## src/hw/fault_status_regs.svh

```systemverilog
// Register map, field positions and reset values of the fault status block.
`ifndef FAULT_STATUS_REGS_SVH
`define FAULT_STATUS_REGS_SVH

// ************************************************************
// Addresses
// ************************************************************
`define COMB_FAULT_ADDR     32'he000ed28
`define MEM_FAULT_STAT_ADDR 32'he000ed28
`define BUS_FAULT_STAT_ADDR 32'he000ed29
`define USG_FAULT_STAT_ADDR 32'he000ed2a
`define HANDLER_CTRL_ADDR   32'he000ed24

// ************************************************************
// Combined fault status fields
// ************************************************************
`define MF_INSTR      0
`define MF_DATA       1
`define MF_UNSTACK    3
`define MF_STACK      4
`define MF_ADDR_VALID 7
`define BF_IBUS       8
`define BF_PRECISE    9
`define BF_IMPRECISE  10
`define BF_UNSTACK    11
`define BF_STACK      12
`define BF_ADDR_VALID 15
`define UF_LSB        16
`define FAULT_IMPL_MASK 32'hffff9f9b
`define FAULT_RESET     32'h00000000

// ************************************************************
// Handler control and state fields
// ************************************************************
`define HC_MEM_ACT   0
`define HC_BUS_ACT   1
`define HC_USG_ACT   3
`define HC_SVC_ACT   7
`define HC_MON_ACT   8
`define HC_PSV_ACT   10
`define HC_TICK_ACT  11
`define HC_USG_PEND  12
`define HC_MEM_PEND  13
`define HC_BUS_PEND  14
`define HC_SVC_PEND  15
`define HC_MEM_ENA   16
`define HC_BUS_ENA   17
`define HC_USG_ENA   18
`define HC_IMPL_MASK 32'h0007fd8b
`define HC_RESET     32'h00000000

// ************************************************************
// Exception numbers
// ************************************************************
`define EXC_MEM  4'h4
`define EXC_BUS  4'h5
`define EXC_USG  4'h6
`define EXC_SVC  4'hb
`define EXC_MON  4'hc
`define EXC_PSV  4'he
`define EXC_TICK 4'hf

`endif

```

## src/hw/fault_status_pkg.sv

```systemverilog
// Types shared by the fault status block.
package fault_status_pkg;

    typedef enum logic [1:0] {
        SZ_BYTE = 2'b00,
        SZ_HALF = 2'b01,
        SZ_WORD = 2'b10
    } acc_size_t;

    typedef struct packed {
        logic        valid;
        logic        write;
        acc_size_t   size;
        logic [31:0] addr;
        logic [31:0] wdata;
    } reg_req_t;

    typedef struct packed {
        logic        mem_stack;
        logic        mem_unstack;
        logic        data_viol;
        logic        instr_viol;
        logic        bus_stack;
        logic        bus_unstack;
        logic        imprecise;
        logic        precise;
        logic        ibus_prefetch;
        logic        ibus_issue;
        logic        ibus_flush;
        logic [15:0] usage;
        logic [31:0] addr;
    } fault_evt_t;

    typedef struct packed {
        logic       enter;
        logic       ret;
        logic [3:0] num;
        logic       svc_req;
    } exc_evt_t;

endpackage

```

## src/hw/fault_flag_bank.sv

```systemverilog
// Sticky write-one-to-clear flag bank.
`timescale 1ns/100ps
module fault_flag_bank (
    input  wire logic        mclk_in,
    input  wire logic        resetn_in,
    input  wire logic [31:0] set_in,
    input  wire logic [31:0] sw_clr_in,
    input  wire logic [31:0] hw_clr_in,
    output logic      [31:0] flags_out
);
`include "fault_status_regs.svh"

    logic [31:0] flags_q;
    logic [31:0] flags_d;

    // A flag set in the same cycle as its clear stays set, so no fault is lost.
    assign flags_d = ((flags_q & ~(sw_clr_in | hw_clr_in)) | set_in) & `FAULT_IMPL_MASK;
    assign flags_out = flags_q;

    always_ff @(posedge mclk_in or negedge resetn_in) begin
        if (!resetn_in) begin
            flags_q <= `FAULT_RESET;
        end else begin
            flags_q <= flags_d;
        end
    end

endmodule

```

## src/hw/fault_status_capture.sv

```systemverilog
// Fault status capture and system handler state for the processor.
//
// Summary of operation
// - Active bits read 1 while debug monitor, svc, usage, bus, mem fault active.
// - A fault whose handler is disabled escalates to a hard fault.
// - Writes to handler control state change pending and active status.
// - Combined word: usage in 31:16, bus in 15:8, mem protect in 7:0.
// - Base: word gives all, byte gives mem byte, halfword gives mem and bus.
// - Bus byte alone at base plus one; usage halfword at base plus two.
// - Mem byte: valid 7, stacking 4, unstacking 3, data 1, instruction 0.
// - Mem address valid set by data violation; a later precise bus error overwrites the address but leaves it set.
// - Mem stacking violation sets its flag and captures no address.
// - Mem unstacking violation sets flag, chains to handler, captures no address.
// - Data access violation sets flag and loads the attempted address.
// - Instruction access violation sets flag and writes no address.
// - Bus byte: valid 7, stacking 4, unstacking 3, imprecise 2, precise 1, ibus 0.
// - Bus address valid set after known-address bus fault; later data access violation clears.
// - Bus stacking error sets its flag and writes no address.
// - Bus unstacking error sets flag, chains to handler, writes no address.
// - Imprecise error sets flag, no address; stays pending while priority blocks it.
// - A precise fault before imprecise handler entry shows both flags set.
// - Precise bus error sets flag and writes faulting address.
// - Instruction bus error flag set only when faulting prefetch is issued.
// - Usage bits stay set until written with one or reset.
`timescale 1ns/100ps
module fault_status_capture
    import fault_status_pkg::*;
(
    input  wire logic        mclk_in,
    input  wire logic        resetn_in,
    input  wire reg_req_t    req_in,
    input  wire fault_evt_t  fault_in,
    input  wire exc_evt_t    exc_in,
    output logic             resp_valid_out,
    output logic             resp_err_out,
    output logic      [31:0] rdata_out,
    output logic             hard_fault_out,
    output logic             handler_chain_out,
    output logic             mem_addr_wr_out,
    output logic             bus_addr_wr_out,
    output logic      [31:0] fault_addr_out,
    output logic      [31:0] handler_state_out
);
`include "fault_status_regs.svh"

    // ************************************************************
    // Functions
    // ************************************************************
    function automatic logic [3:0] lanes_of(input logic [1:0] a, input acc_size_t s);
        logic [3:0] l;
        l = 4'h0;
        unique case (s)
            SZ_BYTE: l = 4'h1 << a;
            SZ_HALF: l = a[0] ? 4'h0 : (a[1] ? 4'hc : 4'h3);
            SZ_WORD: l = (a == 2'b00) ? 4'hf : 4'h0;
            default: l = 4'h0;
        endcase
        return l;
    endfunction

    function automatic logic [31:0] expand(input logic [3:0] l);
        return {{8{l[3]}}, {8{l[2]}}, {8{l[1]}}, {8{l[0]}}};
    endfunction

    function automatic logic [31:0] act_bit(input logic [3:0] n);
        logic [31:0] m;
        m = 32'h0;
        unique case (n)
            `EXC_MEM:  m[`HC_MEM_ACT] = 1'b1;
            `EXC_BUS:  m[`HC_BUS_ACT] = 1'b1;
            `EXC_USG:  m[`HC_USG_ACT] = 1'b1;
            `EXC_SVC:  m[`HC_SVC_ACT] = 1'b1;
            `EXC_MON:  m[`HC_MON_ACT] = 1'b1;
            `EXC_PSV:  m[`HC_PSV_ACT] = 1'b1;
            `EXC_TICK: m[`HC_TICK_ACT] = 1'b1;
            default:   m = 32'h0;
        endcase
        return m;
    endfunction

    function automatic logic [31:0] pend_bit(input logic [3:0] n);
        logic [31:0] m;
        m = 32'h0;
        unique case (n)
            `EXC_MEM: m[`HC_MEM_PEND] = 1'b1;
            `EXC_BUS: m[`HC_BUS_PEND] = 1'b1;
            `EXC_USG: m[`HC_USG_PEND] = 1'b1;
            `EXC_SVC: m[`HC_SVC_PEND] = 1'b1;
            default:  m = 32'h0;
        endcase
        return m;
    endfunction

    // ************************************************************
    // Register access decode
    // ************************************************************
    logic [31:0] flags;
    logic [31:0] hc_q;
    logic [31:0] hc_d;
    logic [3:0]  lanes;
    logic [31:0] lane_mask;
    logic        hit_fault;
    logic        hit_hc;
    logic        hit_ok;
    logic [31:0] sel_word;
    logic [31:0] sw_clr;

    // Sub-register views at the base, base plus one and base plus two are lane slices.
    assign lanes     = lanes_of(req_in.addr[1:0], req_in.size);
    assign lane_mask = expand(lanes);
    assign hit_fault = req_in.addr[31:2] == 30'(`COMB_FAULT_ADDR >> 2);
    assign hit_hc    = req_in.addr[31:2] == 30'(`HANDLER_CTRL_ADDR >> 2);
    assign hit_ok    = req_in.valid && (hit_fault || hit_hc) && (lanes != 4'h0);
    assign sel_word  = hit_fault ? flags : hc_q;
    assign sw_clr    = (hit_ok && req_in.write && hit_fault) ? (req_in.wdata & lane_mask)
                                                             : 32'h0;

    // ************************************************************
    // Fault flag sources
    // ************************************************************
    logic        ibus_bad_q;
    logic        ibus_hit;
    logic [31:0] set_v;
    logic [31:0] hw_clr;
    logic        mem_any;
    logic        bus_any;
    logic        usg_any;

    // A prefetch error is held until the instruction is issued or flushed.
    assign ibus_hit = fault_in.ibus_issue && (ibus_bad_q || fault_in.ibus_prefetch);

    always_comb begin
        set_v = 32'h0;
        set_v[`MF_STACK]      = fault_in.mem_stack;
        set_v[`MF_UNSTACK]    = fault_in.mem_unstack;
        set_v[`MF_DATA]       = fault_in.data_viol;
        set_v[`MF_INSTR]      = fault_in.instr_viol;
        set_v[`MF_ADDR_VALID] = fault_in.data_viol;
        set_v[`BF_STACK]      = fault_in.bus_stack;
        set_v[`BF_UNSTACK]    = fault_in.bus_unstack;
        set_v[`BF_IMPRECISE]  = fault_in.imprecise;
        set_v[`BF_PRECISE]    = fault_in.precise;
        set_v[`BF_IBUS]       = ibus_hit;
        set_v[`BF_ADDR_VALID] = fault_in.precise;
        set_v[31:16]          = fault_in.usage;
    end

    // A later data access violation reuses the address store, so bus valid drops.
    always_comb begin
        hw_clr = 32'h0;
        hw_clr[`BF_ADDR_VALID] = fault_in.data_viol;
    end

    // Sticky flags, cleared by a one written to the bit or by reset; bus address valid is also cleared by a data violation.
    fault_flag_bank u_flags (
        .mclk_in   (mclk_in),
        .resetn_in (resetn_in),
        .set_in    (set_v),
        .sw_clr_in (sw_clr),
        .hw_clr_in (hw_clr),
        .flags_out (flags)
    );

    assign mem_any = fault_in.mem_stack || fault_in.mem_unstack
                  || fault_in.data_viol || fault_in.instr_viol;
    assign bus_any = fault_in.bus_stack || fault_in.bus_unstack
                  || fault_in.imprecise || fault_in.precise || ibus_hit;
    assign usg_any = fault_in.usage != 16'h0;

    // ************************************************************
    // Handler control and state
    // ************************************************************
    logic [31:0] hc_wr;
    logic [31:0] fault_pend;
    logic [31:0] enter_act;
    logic [31:0] enter_pend;
    logic [31:0] ret_act;
    logic        esc;

    // Software may rewrite pending and active state, e.g. for a kernel context switch.
    assign hc_wr = (hit_ok && req_in.write && hit_hc)
                 ? ((hc_q & ~lane_mask) | (req_in.wdata & lane_mask)) : hc_q;
    assign enter_act  = exc_in.enter ? act_bit(exc_in.num) : 32'h0;
    assign enter_pend = exc_in.enter ? pend_bit(exc_in.num) : 32'h0;
    assign ret_act    = exc_in.ret ? act_bit(exc_in.num) : 32'h0;

    // An enabled fault becomes pending; a blocked imprecise one simply stays pending
    // until the core takes it, since only entry or a handler control write clears the bit.
    always_comb begin
        fault_pend = 32'h0;
        fault_pend[`HC_MEM_PEND] = mem_any && hc_q[`HC_MEM_ENA];
        fault_pend[`HC_BUS_PEND] = bus_any && hc_q[`HC_BUS_ENA];
        fault_pend[`HC_USG_PEND] = usg_any && hc_q[`HC_USG_ENA];
        fault_pend[`HC_SVC_PEND] = exc_in.svc_req;
    end

    assign hc_d = (((hc_wr & ~(enter_pend | ret_act)) | enter_act | fault_pend))
                & `HC_IMPL_MASK;

    // A disabled handler hands its fault to the hard fault handler.
    assign esc = (mem_any && !hc_q[`HC_MEM_ENA]) || (bus_any && !hc_q[`HC_BUS_ENA])
              || (usg_any && !hc_q[`HC_USG_ENA]);

    // ************************************************************
    // Registers
    // ************************************************************
    always_ff @(posedge mclk_in or negedge resetn_in) begin
        if (!resetn_in) begin
            hc_q       <= `HC_RESET;
            ibus_bad_q <= 1'b0;
        end else begin
            hc_q       <= hc_d;
            ibus_bad_q <= (ibus_bad_q || fault_in.ibus_prefetch)
                       && !fault_in.ibus_issue && !fault_in.ibus_flush;
        end
    end

    always_ff @(posedge mclk_in or negedge resetn_in) begin
        if (!resetn_in) begin
            resp_valid_out <= 1'b0;
            resp_err_out   <= 1'b0;
            rdata_out      <= 32'h0;
        end else begin
            resp_valid_out <= req_in.valid;
            resp_err_out   <= req_in.valid && !hit_ok;
            rdata_out      <= (hit_ok && !req_in.write) ? (sel_word & lane_mask) : 32'h0;
        end
    end

    // Only data violations and precise errors capture an address.
    always_ff @(posedge mclk_in or negedge resetn_in) begin
        if (!resetn_in) begin
            hard_fault_out    <= 1'b0;
            handler_chain_out <= 1'b0;
            mem_addr_wr_out   <= 1'b0;
            bus_addr_wr_out   <= 1'b0;
            fault_addr_out    <= 32'h0;
            handler_state_out <= `HC_RESET;
        end else begin
            hard_fault_out    <= esc;
            handler_chain_out <= fault_in.mem_unstack || fault_in.bus_unstack;
            mem_addr_wr_out   <= fault_in.data_viol;
            bus_addr_wr_out   <= fault_in.precise;
            if (fault_in.data_viol || fault_in.precise) begin
                fault_addr_out <= fault_in.addr;
            end
            handler_state_out <= hc_d;
        end
    end
endmodule

```

## config.mk

```make
export PLATFORM = sky130hd
export DESIGN_NAME = fault_status_capture
export DESIGN_NICKNAME = d
export VERILOG_FILES = /design/src/hw/fault_status_pkg.sv /design/src/hw/fault_flag_bank.sv /design/src/hw/fault_status_capture.sv
export VERILOG_INCLUDE_DIRS = /design/src /design/src/hw
export SDC_FILE = /design/constraint.sdc
export NUM_CORES = 1
export LEC_CHECK = 0
export BUFFER_PORTS_ARGS = -buffer_cell sky130_fd_sc_hd__buf_2
export CORE_ASPECT_RATIO = 0.5
export CORE_MARGIN = 3
export CORE_UTILIZATION = 43
export CTS_BUF_LIST = sky130_fd_sc_hd__clkbuf_2 sky130_fd_sc_hd__clkbuf_4 sky130_fd_sc_hd__clkbuf_8
export DETAILED_ROUTE_END_ITERATION = 7
export MAX_ROUTING_LAYER = met4
export PLACE_DENSITY = 0.79
export SLEW_MARGIN = 20
export SYNTH_ARGS = -nofsm -noshare
export SYNTH_HDL_FRONTEND = slang
export SYNTH_SLANG_ARGS = --single-unit
```

## constraint.sdc

```tcl
create_clock -name mclk_in -period 0.9 [get_ports mclk_in]
set_input_delay 0.09 -clock mclk_in [delete_from_list [all_inputs] [get_ports mclk_in]]
set_output_delay 0.09 -clock mclk_in [all_outputs]
set_load 0.03 [all_outputs]
```

Yosys cells after proc, flatten, opt, wreduce, memory -nomap -nowiden
Index checks and enable logic that the tools add are counted.
{ "totals": {"reg_bits": 112, "input_bits": 136, "word_cells": 95} }
{ "op_classes": {"eq_ne": 11, "shifts": 1, "muxes": 18, "n_bitwise": 14, "n_reduce_logical": 40} }
{ "ops": {"columns": ["operator", "n"], "rows": [
  ["$and 32x32->32", 3],
  ["$mux 32", 3],
  ["$eq 30x30->1 const B", 2],
  ["$and 19x19->19", 2],
  ["$not 32->32", 1],
  ["$or 32x16->32", 1],
  ["$or 32x32->32", 1],
  ["$mux 12", 2],
  ["$mux 19", 1],
  ["$not 16->19", 1],
  ["$not 19->19", 1],
  ["$or 19x12->19", 1],
  ["$or 19x16->19", 1],
  ["$or 19x19->19", 1],
  ["$eq 4x4->1 const B", 4],
  ["$logic_and 1x1->1", 16],
  ["$mux 16", 1],
  ["$or 16x12->16", 1],
  ["$reduce_bool 16->1", 1],
  ["$logic_or 1x1->1", 13],
  ["$eq 4x3->1 const B", 3],
  ["$mux 4", 3],
  ["$pmux 4 s3", 1],
  ["$logic_not 1->1", 7],
  ["other kinds (6)", 13]
]} }

Longest topological paths before layout
{ "logic_depth": {"depth_word": 12, "ltp_mapped": 7} }

Modules after synthesis
Synthesis repeated with hierarchy kept, for this count alone.
{ "hier_totals": {"cells_unflattened": 427, "hier_area_um2": 5068.6} }
{ "modules_own_cells": {"columns": ["module", "n_inst", "cells_per_inst", "area_per_inst_um2"], "rows": [
  ["fault_status_capture", 1, 340, 4047.6],
  ["fault_flag_bank", 1, 87, 1021.0]
]} }

Least setup slack after synthesis
No wires, ideal clock.
{ "synth_path": {"kind": "input to register", "start": "input req_in[32] in the netlist's numbering", "end": "register handler_state_out[15]", "setup_ns": 0.118, "t_arrival_ns": 1.655, "required_time_ns": 0.782, "setup_slack_ns": -0.873, "cell_stages": 6, "path_buffers": 1, "path_cell_list": "buf_2 -> o21ai_0 -> o211ai_1 -> nor4_4 -> mux2_4 -> a21o_1"} }
{ "synth_via": {"elab_chain_cells": 11} }
{ "synth_rtl": {"columns": ["item", "line_no", "source"], "rows": [
  ["start, declared", "fault_status_capture.sv:31", "input wire reg_req_t req_in,"],
  ["$logic_not 2->1", "fault_status_capture.sv:55", "SZ_WORD: l = (a == 2'b00) ? 4'hf : 4'h0;"],
  ["$mux 4", "fault_status_capture.sv:55", null],
  ["$pmux 4 s3 (*)", "fault_status_capture.sv:52", "unique case (s)"],
  ["$reduce_bool 4->1", "fault_status_capture.sv:113", "assign hit_ok = req_in.valid && (hit_fault || hit_hc) && (lanes != 4'h0);"],
  ["$logic_and 1x1->1", "fault_status_capture.sv:113", null],
  ["$logic_and 1x1->1 (2 in series)", "fault_status_capture.sv:181", "assign hc_wr = (hit_ok && req_in.write && hit_hc)"],
  ["$mux 19 (*)", "fault_status_capture.sv:182", "? ((hc_q & ~lane_mask) | (req_in.wdata & lane_mask)) : hc_q;"],
  ["$and 19x19->19 (*)", "fault_status_capture.sv:197", "assign hc_d = (((hc_wr & ~(enter_pend | ret_act)) | enter_act | fault_pend))"],
  ["$or 19x12->19 (*)", "fault_status_capture.sv:197", null],
  ["$or 19x16->19 (*)", "fault_status_capture.sv:197", null],
  ["named net hc_d[15]", "fault_status_capture.sv:99", "logic [31:0] hc_d;"],
  ["end signal, assigned", "fault_status_capture.sv:238", "handler_state_out <= `HC_RESET;"],
  ["end, declared", "fault_status_capture.sv:42", "output logic [31:0] handler_state_out"]
]} }
Mark *: on every way through the listed nets, which the timed path passes. The rest lies on a longest branch.
A chain may end at the register's enable or synchronous reset.

Worst setup path after layout
{ "layout_path": {"start": "input req_in[54] in the netlist's numbering", "end": "register handler_state_out[13]"} }
{ "layout_via": {"elab_chain_cells": 10} }
{ "layout_rtl": {"columns": ["item", "line_no"], "rows": [
  ["$eq 30x30->1 (on tied branches)", "fault_status_capture.sv:111, fault_status_capture.sv:112"],
  ["$logic_or 1x1->1", "fault_status_capture.sv:113"],
  ["$logic_and 1x1->1 (2 in series)", "fault_status_capture.sv:113"],
  ["$logic_and 1x1->1", "fault_status_capture.sv:181"],
  ["$logic_and 1x1->1 (*)", "fault_status_capture.sv:181"],
  ["$mux 19 (*)", "fault_status_capture.sv:182"],
  ["$and 19x19->19 (*)", "fault_status_capture.sv:197"],
  ["$or 19x12->19 (*)", "fault_status_capture.sv:197"],
  ["$or 19x16->19 (*)", "fault_status_capture.sv:197"],
  ["named net hc_d[13]", "fault_status_capture.sv:99"]
]} }
Marks and branches as above.

==> out/qor.yml <==
outcome: "finished, violations left"
failed_checks: "setup timing"
die_area_mm2: 0.0124
critPathMostFrequentCell: "buf_4"
drc: 0
rr_startpoint: "ibus_bad_q$_DFF_PN0_"
critPathTopFamily: "simple AND/OR/NAND/NOR gates"
gp_congestion: 0.907
dp_cells: 787
final_cell_mix: "126 x buf_2, 108 x dfrtp_1, 101 x buf_6"
p_clk_frac: 0.269
first_global_vias: 5174
cts.htree.levels: 3
synth_cell_types: 47
async_flop_share: 1.00
grt_max_degree: 33
final_core_util: 0.802
numCtsBuffers: 9
met1_length_um: 6950
worst-path-buf-inv: 4
static-leakage-power_nw: 3.87
diodes: 0
final_common_cell: "buf_2"
dp_hpwl_um: 10400
yosys.area_share.simple: 0.168
via_per_inst: 5.50
ios: 238
start_util: 0.452
cp-startpoint: "req_in[54]"
required_ns: 1.12
cpPeakStageDelay_ns: 0.30
finalHoldViolCount: 0
detail-route-antenna-nets: 0
synth_seq_cells: 109
synth_top_family_by_area: "simple AND/OR/NAND/NOR gates"
synthesis.area_mm2: 0.00473
path_cells: "buf_2 -> nor4_4 -> nand3_4 -> buf_4 -> nor4_4 -> buf_4 -> buf_4 -> mux2i_1 -> o22ai_1"
finalNonFillerCells: 904
nets: 895
top_layer_used: "met4"
synth_top_cell_by_area: "dfrtp_1"
dp_slack_ns: -0.962
synth_ff_type: "dfrtp_1"
ys_warn_count: 0
switching_share: 0.313
cts_sinks: 109
gr-usage-all-layers: 0.291
cts_tree: "built"
startpoint_type: "input pin"
finalWirelength_um: 19600
worst_skew_pair.late_latency_ns: 0.38
p_per_area_mw_per_mm2: 1320
p_seq_frac: 0.477
synth_area_leaders: "dfrtp_1 58%, mux2_2 8.3%, mux2i_1 4.4%"
cts_root_buf: "clkbuf_8"
worstHoldStart: "fault_in[51]"
p_int_mw: 7.62
io_buffers: 213
path_clk_slew_ns: 0.11
fmax_mhz: 669
crit_fanout: 5
maxCapViolCount: 0
synth_compound_area_frac: 0.0719
slew_violations: 0
end_kind: "flop"
routedWlPerCell_um: 21.7
die_y_um: 80.2
drtIter0Drc: 520
placementRows: 26
cts_buffer_depth: 2
fin_crit_sh: 1.66
synth_fa_ha_area_frac: 0
syn_area_per_cell_um2: 12.4
hold_class: "input pin to flop"
drive_gt1_frac: 0.541
area_growth_pct: 77.5
critPathSlowestCell: "nor4_4"
power.switching_mw: 3.48
fin_ws_ns: -0.594
antenna_found_initial: 0
synth_mux_area_frac: 0.131
synth_edf_count: 0
final.min_clock_period_ns: 1.49
rsz0062_at_grt: "true"
yosysSeqAreaShare: 0.576
firstDrtPassIters: 7
die_w_um: 154
core_mm2: 0.0105
finClkSkew_ns: 0.0150
vdd_ir_drop_max_v: 0.000713
worst_ep_arrival_time_ns: 1.72
grt_pass1_wl_um: 27100
critical_path_class: "input pin to flop"
wl_met3_um: 1800
synthXorXnorAreaFrac: 0.00555
pwr-share-comb: 0.253
dr_total_vias: 4972
met2_length_um: 9800
grt-ovfl-total: 0
yosysTopAreaCellShare: 0.576
synth_cells: 383
setup_viol: 157
## cell families after synthesis
family	count (synthesis)
muxes	57
buffers and inverters	36
and+or+nand+nor	129
xor gates and xnor gates	3
DFF	109
other	1
AOI/OAI and AO/OA	48
## metal layers
metal	GRT usage	vias to the layer above
met1	0.312	2424
met2	0.512	367
li1	-	2078
met4	0.132	0
met5	-	-
met3	0.0807	103
## path summary, 6_finish.rpt
kind	slack, ns	depth (start not counted)	end
min in group asynchronous	0.15	2	u_flags.flags_out[12]$_DFF_PN0_
hold / removal	0.001	2	u_flags.flags_out[15]$_DFF_PN0_
setup reg to reg	-0.28	4	handler_state_out[14]$_DFF_PN0_
max in group asynchronous	0.27	3	resp_err_out$_DFF_PN0_
setup / recovery	-0.59	9	handler_state_out[13]$_DFF_PN0_
hold reg to reg	0.48	1	u_flags.flags_out[27]$_DFF_PN0_
## registers in the layout (all words and copies together), names as in the netlist, named ones only
register	flops
rdata_out	29
mem_addr_wr_out	1
ibus_bad_q	1
bus_addr_wr_out	1
u_flags.flags_out	27
resp_err_out	1
handler_state_out	11
handler_chain_out	1
hard_fault_out	1
fault_addr_out	32
resp_valid_out	1
## synthesized netlist by cell type, types with 5 or more instances
| master | number |
|---|---|
| nand3_1 | 31 |
| nor2b_1 | 5 |
| buf_4 | 21 |
| a21o_1 | 27 |
| nand4_1 | 6 |
| buf_2 | 6 |
| o22ai_1 | 5 |
| mux2_2 | 35 |
| mux2i_1 | 21 |
| nand2_1 | 10 |
| nor4_1 | 5 |
| and2_1 | 14 |
| nor3_1 | 7 |
| dfrtp_1 | 109 |
| nor2_1 | 25 |
## worst register-to-register path, stage by stage (launching register included)
cell and delay [ns]:
dfrtp_1 0.41, nor2_2 0.18, nor2b_2 0.09, o21ai_0 0.27, o21ai_1 0.11
## per-stage QoR
stage | hold WS, ns | cell area (um2) | TNS (ns) | total power, mW
floorplan | -0.206 | 4900 | -40.21 | 6.37
global placement | 0.0163 | 6470 | -58.97 | 7.25
detailed placement | 0.0156 | 6470 | -62.09 | 7.32
CTS | 0.000981 | 8210 | -35.48 | 10.8
global route | -0.000900 | 8400 | -52.69 | 11.5
finish | 0.00108 | 8400 | -44.97 | 11.1
## power groups by stage
stage | Sequential (mW) | Clock (mW) | Combinational (mW)
2_1_floorplan | 5.75 | 0 | 0.616
3_3_place_gp | 5.33 | 0 | 1.93
3_5_place_dp | 5.34 | 0 | 1.98
4_1_cts | 5.28 | 2.97 | 2.60
5_1_grt | 5.32 | 3.22 | 2.95
6_report | 5.30 | 2.99 | 2.81
## repair_timing
item | in CTS | in global routing
hold buffers | 63 | 0
buffers inserted | 23 | 13
cloned | 3 | 0
pin swaps | 13 | 10
resized for setup | 200 | 28
endpoints found under the hold margin | 166 | 0
setup endpoints to repair | 153 | 155
## cell type report
type,instances,area [um2]
Timing Repair Buffer,377,3210
Sequential cell,109,2730
Multi-Input combinational cell,258,2070
Fill cell,514,2070
Tap cell,140,175
Clock buffer,10,138
Clock inverter,6,58.8
Inverter,4,15.0
No activity file was read; power rests on OpenSTA's default activity.
